<file path="src/reset_gen_pkg.sv">
// constants, field layout and carrier types for the reset signal generator
// assumes a single 250 MHz system clock and an avalon-mm register slave
package reset_gen_pkg;
  // ---------------------------------------------------------------------
  // timing
  // ---------------------------------------------------------------------
  localparam int CLK_MHZ        = 250;
  localparam int STRETCH_MS     = 1;
  localparam int STRETCH_CYCLES = STRETCH_MS * CLK_MHZ * 1000;
  localparam int GLITCH_NS      = 100;
  localparam int GLITCH_CYCLES  = (GLITCH_NS * CLK_MHZ + 999) / 1000;
  localparam int HOLD_W         = $clog2(GLITCH_CYCLES + 1);
  localparam int WDT_CNT_W      = 16;
  // ---------------------------------------------------------------------
  // register map (byte addresses)
  // ---------------------------------------------------------------------
  localparam int          ADDR_W     = 5;
  localparam logic [4:0]  OFS_CTRL   = 5'h00;
  localparam logic [4:0]  OFS_STATUS = 5'h04;
  localparam logic [4:0]  OFS_MASK   = 5'h08;
  localparam logic [4:0]  OFS_WDTCNT = 5'h0C;
  localparam logic [4:0]  OFS_RSTEN  = 5'h10;
  localparam logic [4:0]  OFS_LEVELS = 5'h14;
  // control fields
  localparam int CTRL_SOFT_BIT = 0;
  localparam int CTRL_PINV_BIT = 1;
  localparam int CTRL_HSEL_BIT = 2;
  localparam logic PINV_RST    = 1'h0;
  localparam logic HSEL_RST    = 1'h0;
  // status / mask fields
  localparam int ST_WDT  = 0;
  localparam int ST_EXT  = 1;
  localparam int ST_CORE = 2;
  localparam int ST_SOFT = 3;
  localparam int ST_W    = 4;
  localparam logic [ST_W-1:0] MASK_RST = 4'h0;
  // ---------------------------------------------------------------------
  // pin inputs that pass the three-stage filter
  // ---------------------------------------------------------------------
  localparam int PIN_MAIN = 0;
  localparam int PIN_EXT  = 1;
  localparam int PIN_PG   = 2;
  localparam int PIN_LPC  = 3;
  localparam int PIN_LINK = 4;
  localparam int PIN_BATT = 5;
  localparam int NPIN     = 6;
  // pins start in their reset-asserting level except battery low: main reset high, rest low
  localparam logic [NPIN-1:0] PIN_INIT = 6'h01;

  typedef enum logic {HOST_SEL_LPC, HOST_SEL_ESPI} host_sel_t;

  typedef struct packed {
    logic batt;
    logic link;
    logic host_if;
    logic host_pwr;
    logic proc;
    logic main_pwr;
    logic keep_wdt;
    logic sys;
  } reset_bus_t;
endpackage

</file>
<file path="src/reset_signal_generator.sv">
// reset signal generator: derives every internal reset from its sources
// assumes pins are asynchronous to clk_sys_i; watchdog, core request and
// the espi platform reset come from logic on clk_sys_i
//
// The register addresses and the Avalon-MM register port were left to the implementer.
`timescale 1ns/1ps

// Contract
// - system reset from main power, pin, watchdog, soft bit, core request
// - writing the software reset bit forces a system reset
// - host power reset on system reset, power-good low or invert bit set
// - power ok output is the inverse of host power reset
// - host interface reset on system reset, power-good low or invert bit
// - selected lpc or espi platform reset also drives host interface reset
// - serial link reset comes only from its reset pin
// - watchdog resets via system reset, sparing the watchdog event counter
// - watchdog-caused resets skip the glitch-protection hold
// - watchdog event sets the watchdog status bit
// - keep-watchdog reset only from main power or pin; clears counter
// - processor reset rises with system reset, holds 1ms after release
// - block sleep reset when sleep, enable set and clock not requested
// - battery reset pulses at power rise if battery low, else never
// - main power reset clears registers that system reset spares
module reset_signal_generator
  import reset_gen_pkg::*;
#(
  parameter int NBLK           = 8,
  parameter int STRETCH_CYCLES = reset_gen_pkg::STRETCH_CYCLES
) (
  input  wire logic                         clk_sys_i,
  input  wire logic                         srst_i,
  input  wire logic [reset_gen_pkg::ADDR_W-1:0] avs_address_i,
  input  wire logic                         avs_read_i,
  input  wire logic                         avs_write_i,
  input  wire logic [31:0]                  avs_writedata_i,
  input  wire logic [3:0]                   avs_byteenable_i,
  output logic      [31:0]                  avs_readdata_o,
  output logic                              avs_waitrequest_o,
  input  wire logic                         main_power_reset_i,
  input  wire logic                         external_reset_pin_n_i,
  input  wire logic                         host_power_good_i,
  input  wire logic                         lpc_reset_n_i,
  input  wire logic                         serial_link_reset_n_i,
  input  wire logic                         battery_low_i,
  input  wire logic                         watchdog_event_i,
  input  wire logic                         core_reset_request_i,
  input  wire logic                         espi_platform_reset_n_i,
  input  wire logic [NBLK-1:0]              sleep_request_i,
  input  wire logic [NBLK-1:0]              clock_request_i,
  output reset_gen_pkg::reset_bus_t         resets_o,
  output logic                              power_ok_o,
  output logic      [NBLK-1:0]              sleep_reset_o,
  output logic                              irq_o
);
  import reset_gen_pkg::*;

  localparam int CNT_W = $clog2(STRETCH_CYCLES + 1);

  // ---------------------------------------------------------------------
  // pin filter: a change counts once stages two and three agree
  // ---------------------------------------------------------------------
  logic [NPIN-1:0] pin_raw;
  logic [NPIN-1:0] sync1_reg, sync2_reg, sync3_reg, filt_reg, filt_next;

  assign pin_raw[PIN_MAIN] = main_power_reset_i;
  assign pin_raw[PIN_EXT]  = external_reset_pin_n_i;
  assign pin_raw[PIN_PG]   = host_power_good_i;
  assign pin_raw[PIN_LPC]  = lpc_reset_n_i;
  assign pin_raw[PIN_LINK] = serial_link_reset_n_i;
  assign pin_raw[PIN_BATT] = battery_low_i;

  always_comb begin
    filt_next = ((sync2_reg ~^ sync3_reg) & sync3_reg) |
                ((sync2_reg ^ sync3_reg) & filt_reg);
  end

  always_ff @(posedge clk_sys_i) begin
    if (srst_i) begin
      sync1_reg <= PIN_INIT;
      sync2_reg <= PIN_INIT;
      sync3_reg <= PIN_INIT;
      filt_reg  <= PIN_INIT;
    end else begin
      sync1_reg <= pin_raw;
      sync2_reg <= sync1_reg;
      sync3_reg <= sync2_reg;
      filt_reg  <= filt_next;
    end
  end

  logic mpr, ext_rst, pg_ok;
  assign mpr     = filt_reg[PIN_MAIN];
  assign ext_rst = ~filt_reg[PIN_EXT];
  assign pg_ok   = filt_reg[PIN_PG];

  // ---------------------------------------------------------------------
  // avalon-mm slave: one wait state, read data latched on first cycle
  // ---------------------------------------------------------------------
  logic            ack_reg, ack_next;
  logic [31:0]     rdata_reg, rdata_next;
  logic            wr_acc, rd_acc;
  logic [31:0]     wmask;
  logic            soft_reg, soft_next, pinv_reg, pinv_next;
  host_sel_t       hsel_reg, hsel_next;
  logic [ST_W-1:0] status_reg, status_next, status_set, mask_reg, mask_next;
  logic [WDT_CNT_W-1:0] wdt_cnt_reg, wdt_cnt_next;
  logic [NBLK-1:0] rsten_reg, rsten_next;
  logic            irq_reg, irq_next;
  reset_bus_t      rst_reg, rst_next;

  assign avs_waitrequest_o = (avs_read_i | avs_write_i) & ~ack_reg;
  assign wr_acc = avs_write_i & ack_reg;
  assign rd_acc = avs_read_i & ack_reg;

  for (genvar b = 0; b < 4; b++) begin : g_lane
    assign wmask[8*b +: 8] = {8{avs_byteenable_i[b]}};
  end

  always_comb begin
    ack_next   = (avs_read_i | avs_write_i) & ~ack_reg;
    rdata_next = rdata_reg;
    if (avs_read_i && !ack_reg) begin
      case (avs_address_i)
        OFS_CTRL:   rdata_next = {29'h0, hsel_reg == HOST_SEL_ESPI,
                                  pinv_reg, soft_reg};
        OFS_STATUS: rdata_next = 32'(status_reg);
        OFS_MASK:   rdata_next = 32'(mask_reg);
        OFS_WDTCNT: rdata_next = 32'(wdt_cnt_reg);
        OFS_RSTEN:  rdata_next = 32'(rsten_reg);
        OFS_LEVELS: rdata_next = 32'(rst_reg);
        default:    rdata_next = 32'h0;
      endcase
    end
  end

  // ---------------------------------------------------------------------
  // software registers
  // ---------------------------------------------------------------------
  always_comb begin
    // the soft bit clears itself through the reset it causes; a write on
    // that same edge wins, so a request made during a reset is not lost
    soft_next  = soft_reg & ~rst_reg.sys;
    pinv_next  = pinv_reg;
    hsel_next  = hsel_reg;
    mask_next  = mask_reg;
    rsten_next = rsten_reg;
    if (wr_acc && avs_address_i == OFS_CTRL && avs_byteenable_i[0]) begin
      soft_next = avs_writedata_i[CTRL_SOFT_BIT];
      pinv_next = avs_writedata_i[CTRL_PINV_BIT];
      hsel_next = avs_writedata_i[CTRL_HSEL_BIT] ? HOST_SEL_ESPI
                                                 : HOST_SEL_LPC;
    end
    if (wr_acc && avs_address_i == OFS_MASK && avs_byteenable_i[0])
      mask_next = avs_writedata_i[ST_W-1:0];
    if (wr_acc && avs_address_i == OFS_RSTEN)
      rsten_next = NBLK'((32'(rsten_reg) & ~wmask) |
                         (avs_writedata_i & wmask));
    if (rst_reg.sys)
      rsten_next = '0;
    if (mpr) begin
      pinv_next = PINV_RST;
      hsel_next = HOST_SEL_LPC;
      mask_next = MASK_RST;
    end
  end

  // ---------------------------------------------------------------------
  // event status, watchdog counter and interrupt
  // ---------------------------------------------------------------------
  always_comb begin
    status_set          = '0;
    status_set[ST_WDT]  = watchdog_event_i;
    status_set[ST_EXT]  = ext_rst;
    status_set[ST_CORE] = core_reset_request_i;
    status_set[ST_SOFT] = soft_reg;
    // only bits that the read returned are cleared; a set wins
    status_next = status_reg | status_set;
    if (rd_acc && avs_address_i == OFS_STATUS)
      status_next = (status_reg & ~rdata_reg[ST_W-1:0]) | status_set;
    if (mpr)
      status_next = '0;
    irq_next = |(status_next & mask_next);
    wdt_cnt_next = wdt_cnt_reg;
    if (rst_reg.keep_wdt)
      wdt_cnt_next = '0;
    else if (watchdog_event_i)
      wdt_cnt_next = wdt_cnt_reg + 1'h1;
  end

  // ---------------------------------------------------------------------
  // reset derivation, all registered on clk_sys_i
  // ---------------------------------------------------------------------
  logic [HOLD_W-1:0] hold_reg, hold_next;
  logic [CNT_W-1:0]  cnt_reg, cnt_next;
  logic [NBLK-1:0]   slp_reg, slp_next;
  logic              mpr_prev_reg;
  logic              glitch_src, host_sel_rst;

  always_comb begin
    // watchdog is left out so its reset is not held by the filter
    glitch_src = mpr | ext_rst | soft_reg | core_reset_request_i;
    if (glitch_src)
      hold_next = HOLD_W'(GLITCH_CYCLES);
    else if (hold_reg != '0)
      hold_next = hold_reg - 1'h1;
    else
      hold_next = '0;
    rst_next          = '0;
    rst_next.sys      = glitch_src | watchdog_event_i |
                        (hold_reg != '0);
    rst_next.keep_wdt = mpr | ext_rst;
    rst_next.main_pwr = mpr;
    if (rst_next.sys)
      cnt_next = CNT_W'(STRETCH_CYCLES);
    else if (cnt_reg != '0)
      cnt_next = cnt_reg - 1'h1;
    else
      cnt_next = '0;
    rst_next.proc     = rst_next.sys | (cnt_reg != '0);
    rst_next.host_pwr = rst_reg.sys | ~pg_ok | pinv_reg;
    host_sel_rst = (hsel_reg == HOST_SEL_ESPI) ? ~espi_platform_reset_n_i
                                               : ~filt_reg[PIN_LPC];
    rst_next.host_if  = rst_next.host_pwr | host_sel_rst;
    rst_next.link     = ~filt_reg[PIN_LINK];
    rst_next.batt     = mpr_prev_reg & ~mpr & filt_reg[PIN_BATT];
    slp_next = sleep_request_i & rsten_reg & ~clock_request_i;
  end

  always_ff @(posedge clk_sys_i) begin
    if (srst_i) begin
      ack_reg      <= 1'h0;
      rdata_reg    <= 32'h0;
      soft_reg     <= 1'h0;
      pinv_reg     <= PINV_RST;
      hsel_reg     <= HOST_SEL_LPC;
      mask_reg     <= MASK_RST;
      rsten_reg    <= '0;
      status_reg   <= '0;
      wdt_cnt_reg  <= '0;
      irq_reg      <= 1'h0;
      hold_reg     <= '0;
      cnt_reg      <= CNT_W'(STRETCH_CYCLES);
      // battery reset stays low: it may only pulse on a power rise
      rst_reg      <= 8'h7F;
      slp_reg      <= '0;
      mpr_prev_reg <= 1'h1;
    end else begin
      ack_reg      <= ack_next;
      rdata_reg    <= rdata_next;
      soft_reg     <= soft_next;
      pinv_reg     <= pinv_next;
      hsel_reg     <= hsel_next;
      mask_reg     <= mask_next;
      rsten_reg    <= rsten_next;
      status_reg   <= status_next;
      wdt_cnt_reg  <= wdt_cnt_next;
      irq_reg      <= irq_next;
      hold_reg     <= hold_next;
      cnt_reg      <= cnt_next;
      rst_reg      <= rst_next;
      slp_reg      <= slp_next;
      mpr_prev_reg <= mpr;
    end
  end

  assign resets_o       = rst_reg;
  assign power_ok_o     = ~rst_reg.host_pwr;
  assign sleep_reset_o  = slp_reg;
  assign irq_o          = irq_reg;
  assign avs_readdata_o = rdata_reg;
endmodule

</file>
<file path="config.mk">
export PLATFORM = sky130hd
export DESIGN_NAME = reset_signal_generator
export DESIGN_NICKNAME = d
export VERILOG_FILES = /design/src/reset_gen_pkg.sv /design/src/reset_signal_generator.sv
export SDC_FILE = /design/constraint.sdc
export NUM_CORES = 1
export LEC_CHECK = 0
export ABC_AREA = 0
export ABC_CLOCK_PERIOD_IN_PS = 5400
export BUFFER_PORTS_ARGS = -buffer_cell sky130_fd_sc_hd__buf_4
export CORE_UTILIZATION = 55
export CTS_CLUSTER_DIAMETER = 120
export CTS_CLUSTER_SIZE = 20
export DETAILED_ROUTE_END_ITERATION = 6
export GPL_ROUTABILITY_DRIVEN = 1
export HOLD_SLACK_MARGIN = 0.15
export PLACE_DENSITY = 0.83
export SKIP_CTS_REPAIR_TIMING = 1
export SLEW_MARGIN = 20
export SYNTH_ARGS = -nofsm -noshare
export SYNTH_HDL_FRONTEND = slang
export SYNTH_SLANG_ARGS = --single-unit
export TNS_END_PERCENT = 20
</file>
<file path="constraint.sdc">
create_clock -name clk_sys_i -period 5.4 [get_ports clk_sys_i]
set_input_delay 0.27 -clock clk_sys_i [delete_from_list [all_inputs] [get_ports clk_sys_i]]
set_output_delay 0.27 -clock clk_sys_i [all_outputs]
set_load 0.1 [all_outputs]
</file>
# Word-level counts from Yosys, hierarchy flattened
# Index checks and enable logic that the tools add are counted.
# classes
mux,11
n_reduce_logical,18
bitwise,44
eq_ne,5
addsub,3
# op_table
operator,count
16-bit case mux with 6 select lines,1
8-bit bitwise AND,4
18-bit 2-to-1 mux,1
18-bit nonzero test,1
"18-bit by 1-bit subtractor with 18-bit output, second input constant",1
"16-bit by 1-bit adder with 16-bit output, second input constant",1
4-bit 2-to-1 mux,4
8-bit inverter,2
6-bit bitwise AND,2
1-bit inverter,11
"5-bit by 4-bit equality test with 1-bit output, second input constant",2
"5-bit equality test, second input constant",2
5-bit 2-to-1 mux,2
1-bit bitwise OR,10
4-bit bitwise AND,2
4-bit bitwise OR,2
8-bit bitwise OR,1
2-bit OR reduction,4
1-bit logical AND,7
1-bit bitwise AND,6
6-bit bitwise OR,1
3-bit OR reduction,2
6-bit XNOR,1
6-bit bitwise XOR,1
other kinds (8),10
# word_totals
wordCells,108
register_bits,132
input_bits,70

# Logic depth before layout (Yosys ltp)
# logic_depth
word_depth,7
mapped_depth,8
depth_no_buf,7

# Worst setup path before layout
# OpenSTA, ideal clock, no wires.
# synth_path
path_kind,register to output
start,register ack_reg
end,output avs_waitrequest_o
stages_incl_launch_ff,3
arrival_time_ns,1.707
required_time_ns,5.130
setup_slack_ns,3.423
cell_sequence,dfxtp_1 > clkbuf_1 > nor2_1
# synth_between
elab_chain_len,2
# synth_rtl
element,line_no,source
start: declaration,reset_signal_generator.sv:99,"logic ack_reg, ack_next;"
start signal: assignment,reset_signal_generator.sv:248,ack_reg <= ack_next;
1-bit inverter,reset_signal_generator.sv:111,assign avs_waitrequest_o = (avs_read_i | avs_write_i) & ~ack_reg;
1-bit bitwise AND,reset_signal_generator.sv:111,
end: declaration,reset_signal_generator.sv:38,"output logic avs_waitrequest_o,"
# No other way between the ends.

# Worst setup path after layout
# layout_path
start,register filt_reg[0]
end,register cnt_reg[3]
# layout_between
elab_chain_len,6
# layout_rtl
element,line_no,source
start: declaration,reset_signal_generator.sv:63,"logic [NPIN-1:0] sync1_reg, sync2_reg, sync3_reg, filt_reg, filt_next;"
start signal: assignment,reset_signal_generator.sv:87,filt_reg <= filt_next;
1-bit bitwise OR (3 in series),reset_signal_generator.sv:201,glitch_src = mpr | ext_rst | soft_reg | core_reset_request_i;
1-bit bitwise OR (2 in series),reset_signal_generator.sv:209,rst_next.sys = glitch_src | watchdog_event_i |
3-bit OR reduction (no source line),-,
end signal: assignment,reset_signal_generator.sv:242,cnt_reg <= CNT_W'(STRETCH_CYCLES);
end signal: assignment,reset_signal_generator.sv:259,cnt_reg <= cnt_next;
end: declaration,reset_signal_generator.sv:194,"logic [CNT_W-1:0] cnt_reg, cnt_next;"
# No other way between the ends.
# A chain may end at the register's enable or synchronous reset.

==> metrics.md <==
| Metric | Value |
|---|---|
| CP max-delay cell | `nor4_2` |
| PwrDens | `336 mW/mm2` |
| Seq pwr share | `a little over two fifths` |
| Die X | `between 90 and 100 um` |
| Compound-Gate Fraction of Synth Area | `under 10%` |
| Max-Cap Viols | `0` |
| P&R area growth vs syn | `29.9%` |
| Critical Path, Cell by Cell | `nor4_2 > nor4b_4 > nand2b_2 > a21oi_1` |
| Max Slew Vio Count | `0` |
| CTS clk-pin slew, worst paths | `approximately 0.06 ns` |
| VDD IR max | `between 0.2 and 0.3 mV` |
| Crit Reg-Reg Endpoint | `cnt_reg[3]` |
| Simple-gate area share of the yosys netlist | `between 20% and 30%` |
| DP HPWL | `between 7000 and 8000 um` |
| DRC violations left | `0` |
| Asr flop ratio synth | `0%` |
| Tmin final | `roughly 2.0 ns` |
| Initial antenna violation count | `0` |
| Final Cycle Share | `between 30 and 40%` |
| Num CTS Buffers | `17` |
| Outcome | `complete, no violations` |
| Fin worst setup slack | `roughly 3.4 ns` |
| Fmax achieved | `about 0.5 GHz` |
| Most frequent cells in the layout | `dfxtp_1 (116), buf_4 (77), nor2_1 (63), nand2_1 (44), dlygate4sd3_1 (34)` |
| GRT overflow | `0` |
| Fillers | `562` |
| Commonest non-fill, non-tap cell in the layout | `dfxtp_1` |
| GR Util met3 | `under 10%` |
| RSZ-0062 raised after global routing | `no` |
| WP data arrival | `about 2.5 ns` |
| Mux contribution to synthesized area | `3.64%` |
| CTS H-tree depth | `4` |
| XOR/XNOR Fraction of Synth Area | `5.63%` |
| Largest family of logic cells by synthesized area | `simple AND/OR/NAND/NOR gates` |
| Worst Hold Path Cells | `3` |
| Routed Antenna Nets | `0` |
| Critical-path maximum fanout | `11` |
| Synth warnings | `0` |
| Seq cells post-synth | `between 100 and 150` |
| Worst-Margin Slew | `about 0.90 ns` |
| Slew headroom | `a little under 40%` |
| Worst Setup Start Kind | `flop` |
| Initial detailed-routing violation count | `270` |
| DRT Wirelength | `about 12000 um` |
| Nets | `about 700` |
| Per-cell routed wire length | `~16 um` |
| Crit. End Element | `flop` |
| R2R cell count | `4` |
| CP required | `slightly below 6 ns` |
| Root Buffer | `clkbuf_8` |
| Post-synthesis sequential area ratio | `between 40 and 50%` |
| Vias in the first global route | `3666` |
| # rows | `33` |
| Worst slack, placed | `~3.4 ns` |
| Hold Path End | `resets_o[5]` |
| CP max stage delay | `about 0.56 ns` |
| Clock latency on the worst-skew pair | `a little over 0.5 ns` |
| Iteration count of the initial detailed-routing pass | `6` |
| Endpoints failing hold | `0` |
| GRT busiest layer | `met2` |
| Antenna diode count | `0` |
| Reg-to-reg slack, setup | `between 3 and 4 ns` |
| Syn Inst Count | `about 500` |
| Synth Area in Adders | `2.68%` |
| Routability cong. | `around 0.85` |
| Worst Hold Class | `in2reg` |
| Area of the core | `roughly 0.0082 mm2` |
| Unique masters post-synth | `between 40 and 50` |
| Clk sink count | `116` |
| Vias per inst | `5.50` |
| Avg Synthesized Cell Area | `9.29 um2` |
| Mapped Area | `around 0.0047 mm2` |
| Share of layout cells above drive strength 1 | `between 10% and 20%` |
| Final Skew | `a little under 0.008 ns` |
| Clock network power share | `between 40% and 50%` |
| Setup violators final | `0` |
| Die Y | `between 90 and 100 um` |
| DIE AREA | `0.00887 mm2` |
| Kind of critical path | `reg2reg` |
| Clock tree from TritonCTS | `built` |
| Met2 GRT Util | `about 43%` |
| Switching share of power | `around a quarter` |
| Internal power | `between 1.5 and 2 mW` |
| Net Switching | `~490 uW` |
| Total track usage | `approximately a quarter` |
| R2R Path Start | `filt_reg[0]` |
| Setup TNS | `0 ns` |
| Initial Util | `between 50% and 60%` |
| Number of synthesized flops with an enable pin | `0` |
| I/O pins | `121` |
| First-pass GRT wire length | `17000 um` |
| Met1 Use GR | `between 20% and 30%` |
| Max FFs per register | `18` |
| CTS max path bufs | `2` |
| Largest net degree at the start of global routing | `between 60 and 70` |
| Synth Flop Type | `dfxtp_1` |
| Hold Path Origin | `espi_platform_reset_n_i` |
| Lkg Pwr | `2.45 nW` |
| Port-buffer cells | `77` |
| Total number of vias | `around 4000` |
| Logic gate share of total power | `7.6%` |
cells by family after synthesis:
| family | count (synthesis) |
|---|---|
| AO/OA/AOI/OAI | 58 |
| XOR/XNOR | 30 |
| adder cells (fa/ha/maj) | 10 |
| buffers and inverters | 54 |
| flip-flops | 116 |
| multiplexers | 17 |
| other | 1 |
| AND/OR/NAND/NOR | 217 |
through the flow:
stage	power [mW]	hold slack [ns]	instance area [um2]	instances	utilization (%)
finish	2.04	0.204	6070	720	73.9
floorplan	0.999	0.347	4730	518	-
CTS	2.03	-0.0982	5730	686	69.7
global route	2.10	0.188	6070	720	73.9
global placement	1.03	0.381	5190	655	63.1
detailed placement	1.03	0.402	5190	655	63.1
power groups by stage:
| stage | Combinational (mW) | Sequential [mW] | Clock (mW) |
|---|---|---|---|
| after global placement | 0.135 | 0.890 | 0 |
| after CTS | 0.138 | 0.873 | 1.02 |
| after global routing | 0.164 | 0.874 | 1.06 |
| after floorplan | 0.0991 | 0.900 | 0 |
| final | 0.156 | 0.873 | 1.01 |
| after detailed placement | 0.137 | 0.891 | 0 |
synthesized netlist by cell type (all sizes together), types with 6 or more instances:
master    n  area share [%]
or2       6            0.80
nor2b    20             2.7
xor2     17             3.2
nand2b    6            0.86
and3      6            0.80
nand4     9             1.2
nor2     63             5.1
a21oi    23             2.5
ha       10             2.7
nor3     22             2.7
nand2    44             3.5
o21ai     7            0.75
clkbuf   21             1.7
dfxtp   116              50
mux2i    17             3.6
nand3    15             1.6
or3       7            0.94
xnor2    13             2.4
inv       9            0.72
buf      24             3.6
worst max-delay path: cells and delay by family (launching register included):
| family | cells | cell delay, ns |
|---|---|---|
| simple gates | 3 | 1.37 |
| flops | 1 | 0.43 |
| compound gates | 1 | 0.17 |
final cells by class:
cell class	instances	area, um2	share of cell area [%]
clock buffers	21	459	7.57
clock inverters	10	82.6	1.36
inverters	9	33.8	0.557
multi-input cells	348	2120	35.0
flip-flops and latches	116	2320	38.3
well taps	105	131	2.16
repair buffers	111	918	15.1
how the worst max path moves through the flow:
stage                 from                 to  slack, ns  cells after the start
2_1_floorplan      ack_reg  avs_waitrequest_o       3.42                      2
3_3_place_gp   filt_reg[0]         cnt_reg[3]       3.41                      4
3_5_place_dp   filt_reg[0]         cnt_reg[3]       3.38                      4
4_1_cts        filt_reg[0]         cnt_reg[3]       3.36                      4
5_1_grt        filt_reg[0]         cnt_reg[5]       3.17                      4
6_report       filt_reg[0]         cnt_reg[3]       3.35                      4
metal layers:
layer	routed length (um)	share of wire [%]	vias up
met5	0	0	-
met4	415	3.6	0
met3	629	5.4	40
met2	5830	50	167
met1	4730	41	1863
li1	-	-	1888
(Power assumes the default switching activity.)
